[src/pkg/wkt_pkg.sv]
// constants, register map and types for the wake-up timer block
// assumes a single 100 MHz clock domain and a 32-bit avalon-mm slave port
// Notes on behaviour
// RULE_01: underflow wakes system, optionally starts card detect
// RULE_02: control bit 7 shows timer running
// RULE_03: run state changes only with bit 6 set
// RULE_04: bit 5 launches oscillator trim on underflow
// RULE_05: software picks a legal trimming timer
// RULE_06: bit 4 launches card detect on underflow
// RULE_07: card found raises interrupt, may stay active
// RULE_08: no card enters power-down if enabled
// RULE_09: card detect end restarts timer without gap
// RULE_10: fourth timer times field-on during detect
// RULE_11: bit 3 reloads at zero, else stops
// RULE_12: underflow sets timer interrupt flag
// RULE_13: bit 2 wakes chip on every underflow
// RULE_14: software sets auto-wake for return to power-down
// RULE_15: clock field selects oscillator divide 1/8/16/32
// RULE_16: start loads counter from reload bytes
// RULE_17: reload writes wait for next start
// RULE_18: live counter readable as two bytes
// RULE_19: run-state write enable reads back zero
package wkt_pkg;
  // ---------------------------------------------------------------
  // register indices, byte address is four times the index
  // ---------------------------------------------------------------
  localparam logic [7:0] WKT_IDX_CONTROL = 8'h23;
  localparam logic [7:0] WKT_IDX_RELOAD_HI = 8'h24;
  localparam logic [7:0] WKT_IDX_RELOAD_LO = 8'h25;
  localparam logic [7:0] WKT_IDX_COUNT_HI = 8'h26;
  localparam logic [7:0] WKT_IDX_COUNT_LO = 8'h27;
  localparam logic [7:0] WKT_IDX_IRQ_STATUS = 8'h28;
  localparam logic [7:0] WKT_IDX_IRQ_MASK = 8'h29;
  // ---------------------------------------------------------------
  // control field positions
  // ---------------------------------------------------------------
  localparam int WKT_BIT_RUNNING = 7;
  localparam int WKT_BIT_RUN_WE = 6;
  localparam int WKT_BIT_TRIM = 5;
  localparam int WKT_BIT_CARD = 4;
  localparam int WKT_BIT_RELOAD = 3;
  localparam int WKT_BIT_WAKE = 2;
  // interrupt status bit positions
  localparam int WKT_IRQ_UNDERFLOW = 0;
  localparam int WKT_IRQ_CARD = 1;
  // ---------------------------------------------------------------
  // reset values
  // ---------------------------------------------------------------
  localparam logic [7:0] WKT_RST_CONTROL = 8'h00;
  localparam logic [7:0] WKT_RST_RELOAD = 8'h00;
  localparam logic [1:0] WKT_RST_IRQ = 2'h0;
  // divider terminal counts, prescaler counts edges of the oscillator
  localparam logic [4:0] WKT_DIV8_LAST = 5'h07;
  localparam logic [4:0] WKT_DIV16_LAST = 5'h0f;
  localparam logic [4:0] WKT_DIV32_LAST = 5'h1f;
  // ---------------------------------------------------------------
  // state types
  // ---------------------------------------------------------------
  typedef enum logic [1:0] {WKT_IDLE, WKT_COUNT, WKT_DETECT} wkt_state_e;
endpackage : wkt_pkg

[src/hw/wkt_wakeup_timer.sv]
// wake-up timer: 16-bit down counter on a divided oscillator clock
// assumes the oscillator and card-detect result arrive as async pins;
// trimming, card detection and power control live outside the block
`timescale 1ns/100ps
`default_nettype none
module wkt_wakeup_timer
  import wkt_pkg::*;
(
  input wire logic i_mclk,
  input wire logic i_rst_n,
  // avalon-mm slave
  input wire logic [9:0] i_avs_address,
  input wire logic i_avs_read,
  input wire logic i_avs_write,
  input wire logic [31:0] i_avs_writedata,
  input wire logic [3:0] i_avs_byteenable,
  output logic [31:0] o_avs_readdata,
  output logic o_avs_waitrequest,
  // low-frequency oscillator, async pin
  input wire logic i_low_freq_oscillator,
  // card detect results, async pins, one level each
  input wire logic i_card_detect_done,
  input wire logic i_card_found,
  // system control enables
  input wire logic i_stay_active_en,
  input wire logic i_power_down_en,
  // events to the rest of the chip
  output logic o_wake_request,
  output logic o_osc_trim_start,
  output logic o_low_power_card_detect_start,
  output logic o_field_timer_select,
  output logic o_power_down,
  output logic o_stay_active,
  output logic o_irq
);
  // ---------------------------------------------------------------
  // state record
  // ---------------------------------------------------------------
  typedef struct packed {
    logic [1:0] osc_sync; // oscillator synchroniser
    logic osc_prev; // last synchronised oscillator level
    logic [1:0] done_sync; // detect-done synchroniser
    logic done_prev; // edge detect of done
    logic [1:0] found_sync; // found synchroniser
    logic [4:0] prescale; // divider count
    logic [7:0] control; // bits 5..0 stored, 7 running
    logic [7:0] reload_hi; // wake_reload_high_byte
    logic [7:0] reload_lo; // wake_reload_low_byte
    logic [15:0] count; // live counter
    wkt_state_e state; // idle, counting, detecting
    logic [1:0] irq_status; // sticky events
    logic [1:0] irq_mask; // enables
    logic ack; // bus answer
    logic waitreq; // registered waitrequest, high while idle
    logic [31:0] rdata; // bus read data
    logic wake; // wake pulse
    logic trim; // trim pulse
    logic detect; // detect start pulse
    logic field_sel; // field timer select during detect
    logic pdown; // power-down pulse
    logic stay; // stay active level
    logic irq; // interrupt level
  } wkt_reg_s;

  wkt_reg_s r;
  wkt_reg_s next_r;

  // read of register index, byte enables ignored
  function automatic logic [7:0] wkt_rd(input wkt_reg_s s, input logic [7:0] idx);
    logic [7:0] v;
    v = 8'h00;
    if (idx == WKT_IDX_CONTROL)
      v = {s.state != WKT_IDLE, 1'b0, s.control[5:0]}; // RULE_02 RULE_19
    else if (idx == WKT_IDX_RELOAD_HI)
      v = s.reload_hi;
    else if (idx == WKT_IDX_RELOAD_LO)
      v = s.reload_lo;
    else if (idx == WKT_IDX_COUNT_HI)
      v = s.count[15:8]; // RULE_18
    else if (idx == WKT_IDX_COUNT_LO)
      v = s.count[7:0]; // RULE_18
    else if (idx == WKT_IDX_IRQ_STATUS)
      v = {6'h00, s.irq_status};
    else if (idx == WKT_IDX_IRQ_MASK)
      v = {6'h00, s.irq_mask};
    return v;
  endfunction

  // ---------------------------------------------------------------
  // next-state logic
  // ---------------------------------------------------------------
  logic [7:0] idx; // word index of the access
  logic wr_hit; // accepted write with low byte lane
  logic tick; // divided counter clock
  logic osc_rise; // oscillator rising edge
  logic underflow; // counter passing zero
  logic done_rise; // card detect finished
  logic [1:0] events; // new interrupt events
  logic [15:0] reload_word; // wake_reload_word

  always_comb
  begin
    next_r = r;
    idx = i_avs_address[9:2];
    wr_hit = i_avs_write && !r.ack && i_avs_byteenable[0];
    reload_word = {r.reload_hi, r.reload_lo};
    // synchronisers, first stage read only by second
    next_r.osc_sync = {r.osc_sync[0], i_low_freq_oscillator};
    next_r.done_sync = {r.done_sync[0], i_card_detect_done};
    next_r.found_sync = {r.found_sync[0], i_card_found};
    next_r.osc_prev = r.osc_sync[1];
    next_r.done_prev = r.done_sync[1];
    osc_rise = r.osc_sync[1] && !r.osc_prev;
    done_rise = r.done_sync[1] && !r.done_prev;
    // prescaler picks one edge in 1, 8, 16 or 32
    tick = 1'b0;
    if (osc_rise)
    begin
      case (r.control[1:0]) // RULE_15
        2'b00: tick = 1'b1;
        2'b01: tick = (r.prescale[2:0] == WKT_DIV8_LAST[2:0]);
        2'b10: tick = (r.prescale[3:0] == WKT_DIV16_LAST[3:0]);
        default: tick = (r.prescale == WKT_DIV32_LAST);
      endcase
      next_r.prescale = r.prescale + 5'h01;
    end
    underflow = tick && (r.state == WKT_COUNT) && (r.count == 16'h0000);
    next_r.wake = 1'b0;
    next_r.trim = 1'b0;
    next_r.detect = 1'b0;
    next_r.pdown = 1'b0;
    events = 2'b00;
    // ---- counter and sequencer
    case (r.state)
      WKT_COUNT:
      begin
        if (underflow)
        begin
          events[WKT_IRQ_UNDERFLOW] = 1'b1; // RULE_12
          next_r.wake = r.control[WKT_BIT_WAKE]; // RULE_01 RULE_13
          next_r.trim = r.control[WKT_BIT_TRIM]; // RULE_04
          if (r.control[WKT_BIT_CARD])
          begin
            next_r.detect = 1'b1; // RULE_06
            next_r.field_sel = 1'b1; // RULE_10
            next_r.state = WKT_DETECT;
          end
          else if (r.control[WKT_BIT_RELOAD])
            next_r.count = reload_word; // RULE_11 RULE_16
          else
            next_r.state = WKT_IDLE; // RULE_11
        end
        else if (tick)
          next_r.count = r.count - 16'h0001; // RULE_17
      end
      WKT_DETECT:
      begin
        if (done_rise)
        begin
          next_r.field_sel = 1'b0;
          if (r.found_sync[1])
          begin
            events[WKT_IRQ_CARD] = 1'b1; // RULE_07
            next_r.stay = i_stay_active_en; // RULE_07
          end
          else
            next_r.pdown = i_power_down_en; // RULE_08
          next_r.count = reload_word; // RULE_09 RULE_16
          next_r.state = WKT_COUNT; // RULE_09
        end
      end
      default:
      begin
      end
    endcase
    // ---- bus access, one-cycle answer
    next_r.ack = (i_avs_read || i_avs_write) && !r.ack;
    // kept as its own flop so the pin needs no inverter after the register
    next_r.waitreq = !next_r.ack;
    if (i_avs_read && !r.ack)
      next_r.rdata = {24'h000000, wkt_rd(r, idx)};
    if (wr_hit)
    begin
      if (idx == WKT_IDX_CONTROL)
      begin
        next_r.control = {2'b00, i_avs_writedata[5:0]};
        if (i_avs_writedata[WKT_BIT_RUN_WE]) // RULE_03
        begin
          if (i_avs_writedata[WKT_BIT_RUNNING])
          begin
            next_r.state = WKT_COUNT;
            next_r.count = reload_word; // RULE_16
            next_r.prescale = 5'h00;
          end
          else
          begin
            next_r.state = WKT_IDLE;
            next_r.field_sel = 1'b0;
          end
        end
      end
      else if (idx == WKT_IDX_RELOAD_HI)
        next_r.reload_hi = i_avs_writedata[7:0]; // RULE_17
      else if (idx == WKT_IDX_RELOAD_LO)
        next_r.reload_lo = i_avs_writedata[7:0]; // RULE_17
      else if (idx == WKT_IDX_IRQ_STATUS)
        next_r.irq_status = r.irq_status & ~i_avs_writedata[1:0];
      else if (idx == WKT_IDX_IRQ_MASK)
        next_r.irq_mask = i_avs_writedata[1:0];
    end
    // set wins over a clear in the same cycle
    next_r.irq_status = next_r.irq_status | events;
    next_r.irq = |(next_r.irq_status & next_r.irq_mask);
    if (!i_rst_n)
    begin
      next_r = '0;
      next_r.control = WKT_RST_CONTROL;
      next_r.reload_hi = WKT_RST_RELOAD;
      next_r.reload_lo = WKT_RST_RELOAD;
      next_r.irq_status = WKT_RST_IRQ;
      next_r.irq_mask = WKT_RST_IRQ;
      next_r.state = WKT_IDLE;
      // bus shows busy while in reset
      next_r.waitreq = 1'b1;
    end
  end

  // ---------------------------------------------------------------
  // state register, reset folded into the next value
  // ---------------------------------------------------------------
  always_ff @(posedge i_mclk)
  begin
    r <= next_r;
  end

  // outputs straight from flops
  assign o_avs_readdata = r.rdata;
  assign o_avs_waitrequest = r.waitreq;
  assign o_wake_request = r.wake;
  assign o_osc_trim_start = r.trim;
  assign o_low_power_card_detect_start = r.detect;
  assign o_field_timer_select = r.field_sel;
  assign o_power_down = r.pdown;
  assign o_stay_active = r.stay;
  assign o_irq = r.irq;
endmodule : wkt_wakeup_timer
`default_nettype wire

[config.mk]
export PLATFORM = sky130hd
export DESIGN_NAME = wkt_wakeup_timer
export DESIGN_NICKNAME = d
export VERILOG_FILES = /design/src/pkg/wkt_pkg.sv /design/src/hw/wkt_wakeup_timer.sv
export SDC_FILE = /design/constraint.sdc
export NUM_CORES = 1
export LEC_CHECK = 0
export BUFFER_PORTS_ARGS = -buffer_cell sky130_fd_sc_hd__buf_4
export CAP_MARGIN = 20
export CORE_MARGIN = 5
export CORE_UTILIZATION = 54
export CTS_CLUSTER_DIAMETER = 100
export DETAILED_ROUTE_END_ITERATION = 8
export GPL_TIMING_DRIVEN = 0
export PLACE_DENSITY = 0.8
export SLEW_MARGIN = 10
export SYNTH_ARGS = -nofsm -noshare
export SYNTH_HDL_FRONTEND = slang
export SYNTH_SLANG_ARGS = --single-unit
[constraint.sdc]
create_clock -name i_mclk -period 5.7 [get_ports i_mclk]
set_input_delay 1.14 -clock i_mclk [delete_from_list [all_inputs] [get_ports i_mclk]]
set_output_delay 1.14 -clock i_mclk [all_outputs]
set_load 0.01 [all_outputs]
# After elaboration in Yosys (flattened, before gate mapping)
# Index checks and enable logic that the tools add are counted.
[totals]
reg_bits = 74
out_inout_bits = 40
input_bits = 55
wordCells = 123
[op_classes]
bitwise_logic = 9
mux = 52
n_eq_ne = 14
add_sub_neg = 2
n_reduce_logical = 23
[ops]
columns = ["operator", "count"]
rows = [
  ["$mux 16", 6],
  ["$mux 8", 8],
  ["$eq 8x6->1 const B", 7],
  ["$mux 18", 3],
  ["$mux 51", 1],
  ["$pmux 18 s2", 1],
  ["$mux 2", 9],
  ["$logic_not 16->1", 1],
  ["$sub 16x1->16 const B", 1],
  ["$mux 5", 3],
  ["$mux 1", 14],
  ["$mux 13", 1],
  ["$mux 4", 3],
  ["$reduce_and 3->1", 3],
  ["$logic_and 1x1->1", 8],
  ["$add 5x1->5 const B", 1],
  ["$eq 5x5->1 const B", 1],
  ["$not 1->1", 5],
  ["$and 2x2->2", 2],
  ["$eq 2x1->1 const B", 2],
  ["$eq 2x2->1 const B", 2],
  ["$eq 4x4->1 const B", 1],
  ["$logic_not 1->1", 4],
  ["$reduce_and 4->1", 1],
  ["12 further kinds", 12],
]

# Depth between registers and ports, before layout
[depth]
ltp_word = 14
ltp_mapped = 11
depth_no_buf = 10

# Worst setup path after synthesis
# No wires, ideal clock.
[synth_timing]
path_type = "input-to-reg"
startpoint = "in i_avs_address[6]"
endpoint = "reg r[61] in the netlist's numbering"
slack_ns = 2.632
setup_ns = 0.117
path_buffers = 2
path_stages = 8
t_arrival_ns = 2.950
t_required_ns = 5.583
path_cell_list = "or4b_4 buf_6 nor4_4 nand3_4 and3_4 buf_6 o21a_1 a32o_1"
[synth_between]
elab_chain_cells = 3
[synth_rtl]
columns = ["element", "line_no", "rtl"]
rows = [
  ["from (decl)", "wkt_wakeup_timer.sv:12", "input wire logic [9:0] i_avs_address,"],
  ["$eq 8x6->1", "wkt_wakeup_timer.sv:184", "if (idx == WKT_IDX_CONTROL)"],
  ["$mux 18", "wkt_wakeup_timer.sv:184", ""],
  ["$mux 51", "wkt_wakeup_timer.sv:182", "if (wr_hit)"],
  ["to (signal assigned)", "wkt_wakeup_timer.sv:233", "r <= next_r;"],
  ["to (decl)", "wkt_wakeup_timer.sv:65", "wkt_reg_s r;"],
]
# Every way passes these cells.
# A chain may end at the register's enable or synchronous reset.

# Worst setup path in the final report
[layout_timing]
startpoint = "reg r[46] in the netlist's numbering"
endpoint = "reg r[60] in the netlist's numbering"
[layout_between]
elab_chain_cells = 9
word_cells_on_any_way = 10
classes_between = "2 x eq/ne; 6 x mux; 2 x reduce/logical"
[layout_rtl]
columns = ["element", "line_no", "rtl"]
rows = [
  ["$eq 2x1->1", "wkt_wakeup_timer.sv:127, wkt_wakeup_timer.sv:134", ""],
  ["$logic_and 1x1->1 (2 in a row)", "wkt_wakeup_timer.sv:127", "underflow = tick && (r.state == WKT_COUNT) && (r.count == 16'h0000);"],
  ["$mux 16", "wkt_wakeup_timer.sv:137", "if (underflow)"],
  ["$pmux 18 s2 (*)", "wkt_wakeup_timer.sv:134", "case (r.state)"],
  ["$mux 16", "wkt_wakeup_timer.sv:189", "if (i_avs_writedata[WKT_BIT_RUNNING])"],
  ["$mux 18", "wkt_wakeup_timer.sv:187", "if (i_avs_writedata[WKT_BIT_RUN_WE])"],
  ["$mux 18", "wkt_wakeup_timer.sv:184", ""],
  ["$mux 51 (*)", "wkt_wakeup_timer.sv:182", ""],
]
# Mark *: on every way between the ends. The rest lies on a longest branch, timed or not.

==> flow_summary.json <==
{
  "max_freq_mhz": 281,
  "synth.distinct_cells": 74,
  "synth_xor_area_frac": 0.00779,
  "die_h_um": 101,
  "setup_viol": 0,
  "skew_ps": 12.9,
  "ys_ff_latch": 74,
  "cp-start-kind": "flop",
  "r2r_cells": 8,
  "cts_buffer_depth": 2,
  "status": "finished clean",
  "finalCritPeriodShare": 0.625,
  "place.gp.congestion": 1.00,
  "hold_depth": 1,
  "synth_fa_ha_area_frac": 0.0223,
  "yosysWarnings": 0,
  "grt_usage": 0.291,
  "p_per_area_nw_per_um2": 215,
  "ys_seq_area_frac": 0.329,
  "arrival_ps": 3770,
  "cts_setup_buffers": 0,
  "r2r_slack_ps": 2140,
  "synth_area_um2": 4500,
  "core_um2": 8180,
  "drc": 0,
  "antenna_found_initial": 0,
  "io_buffer_count": 40,
  "diodes": 0,
  "cts_buffers": 9,
  "final-max-slew-violation-count": 0,
  "path_max_fanout": 9,
  "worst-setup-path-type": "reg2reg",
  "ant_nets": 0,
  "hold_viol_final": 0,
  "r2r_start": "r[46]",
  "drt_wl_total_mm": 14.6,
  "wl_per_cell_um": 20.1,
  "grt_pass1_vias": 4193,
  "grt_overflow": 0,
  "synth_compound_area_frac": 0.213,
  "synth-async-reset-ratio": 0,
  "end_kind": "flop",
  "io_pins": 95,
  "grt_pass1_wl_mm": 22.9,
  "slew_headroom": 0.269,
  "viasPerCell": 6.15,
  "max_slew.worst_pin.slew_ps": 1090,
  "synth-edff-count": 0,
  "num_rows": 33,
  "p_total_w": 0.00113,
  "finish.instance_area_um2": 5260,
  "rsz0062_at_grt": "no",
  "layout-drive-gt1-share": 0.181,
  "syn_inst": 544,
  "cts.hold.buffers_added": 0,
  "post-route-min-period_ps": 3560,
  "syn_area_per_cell_um2": 8.27,
  "synth_top_family_by_area": "simple AND/OR/NAND/NOR gates",
  "worst-endpoint-required_ps": 5910,
  "dp_cells": 712,
  "clkTransAtPathRegs_ps": 80,
  "final_cells": 728,
  "syn_to_final_growth_pct": 16.9,
  "yosys.area_share.simple": 0.234,
  "die_w_um": 101,
  "hold_path_end": "r[99]",
  "cts.sinks": 74,
  "clk_latency_ps": 360,
  "cts.htree.levels": 3,
  "synth_mux_area_frac": 0.0918,
  "cts_tree": "built",
  "hp-start": "r[98]",
  "postPlaceCellArea_um2": 5020,
  "leakage_nw": 2.03,
  "grt_max_degree": 14,
  "ir_worst_vdd_v": 0.000176,
  "r2r_end": "r[60]",
  "root_buffer": "clkbuf_8",
  "dr.pass1.iters": 6,
  "place_hpwl_mm": 11.0,
  "nets": 681,
  "cts.repair.resized": 0,
  "vias": 4479,
  "dieArea_um2": 10300,
  "hold_class": "reg2reg",
  "yosys_most_used_dff": "dfxtp_1",
  "fin_setup_tns_ps": 0,
  "drv_cap": 0,
  "initial_core_util": 0.550,
  "drt_iter0_drc": 549
}
[worst max path at each step]
| stage | start | endpoint | slack, ps | cells after the start |
|---|---|---|---|---|
| 2_1_floorplan | i_avs_address[6] | r[61] | 2630 | 8 |
| 3_3_place_gp | i_avs_address[6] | r[61] | 2160 | 9 |
| 3_5_place_dp | i_avs_address[6] | r[61] | 2130 | 9 |
| 4_1_cts | r[46] | r[60] | 2330 | 8 |
| 5_1_grt | r[46] | r[60] | 2040 | 8 |
| 6_report | r[46] | r[60] | 2140 | 8 |
[stage by stage]
stage	worst slack (ps)	utilization	hold slack, ps
CTS	2330	0.643	444
global placement	2160	0.614	415
floorplan	2630	-	412
global route	2040	0.643	456
finish	2140	0.643	440
detailed placement	2130	0.614	424
[cell type report]
class | instances | area (µm²)
Tap cell | 105 | 131
Multi-Input combinational cell | 414 | 2650
Buffer | 65 | 403
Fill cell | 734 | 2920
Clock inverter | 6 | 113
Sequential cell | 74 | 1480
Timing Repair Buffer | 40 | 300
Clock buffer | 10 | 128
Inverter | 14 | 52.6
[report_power, final]
part | leakage [nW] | internal (W) | switching, W | total, W
sequential | 0.598 | 0.000522 | 0.00000291 | 0.000524
clock | 0.121 | 0.000294 | 0.000216 | 0.000510
combinational | 1.32 | 0.0000400 | 0.0000547 | 0.0000948
total | 2.03 | 0.000855 | 0.000274 | 0.00113
[cells by family (layout without fill, tap and decap cells)]
kind of cell	count (synthesis)	after routing
adders and majority gates	8	8
AOI/OAI and AO/OA	144	144
buffers and inverters	79	135
DFF	74	74
xor gates and xnor gates	4	4
other	1	24
muxes	38	38
and+or+nand+nor	196	196
[critical path: stages, from the launching register on]
cell and delay [ps]:
dfxtp_1 330, inv_1 70, ha_1 290, nor4b_1 530, nand4_1 540, nor4_2 1080, o32ai_1 220, a31oi_1 230
o22ai_1 120
[synth_stat cells (9+ instances only)]
cell	count	area, µm²
mux2i_1	30	300
and2_1	11	68.8
o211ai_1	9	67.6
buf_4	32	240
nor2_1	50	188
clkbuf_1	26	97.6
a22oi_1	12	90.1
nand2b_1	9	56.3
nand3_1	15	75.1
nand2_1	47	176
dfxtp_1	74	1480
a31oi_1	14	87.6
a21oi_1	38	190
inv_1	13	48.8
o21ai_0	20	100
[layer usage]
layer	vias to the layer above	global-route usage	part of all wire	routed length, µm
li1	2080	-	-	-
met1	2088	0.405	0.42	6110
met2	273	0.427	0.43	6320
met3	38	0.0778	0.12	1790
met4	0	0.113	0.029	424
met5	-	0	0	0
[placed cells by master, fill, tap and decap left out, types with 11 or more instances in the layout]
master | synthesis | layout
clkbuf_1 | 26 | 27
conb_1 | 1 | 24
inv_1 | 13 | 13
buf_4 | 32 | 72
a21oi_1 | 38 | 38
nor2_1 | 50 | 50
nand2_1 | 47 | 47
a22oi_1 | 12 | 12
mux2i_1 | 30 | 30
dfxtp_1 | 74 | 74
and2_1 | 11 | 11
nand3_1 | 15 | 15
o21ai_0 | 20 | 20
a31oi_1 | 14 | 14
[sequential cells by signal (all words and copies together), names as in the netlist]
signal and flops:
o_avs_readdata 8, o_low_power_card_detect_start 1, r 58, o_osc_trim_start 1, o_irq 1, o_avs_waitrequest 1, o_field_timer_select 1, o_wake_request 1
o_power_down 1, o_stay_active 1
Note: power is estimated with default switching activity, not from simulation.
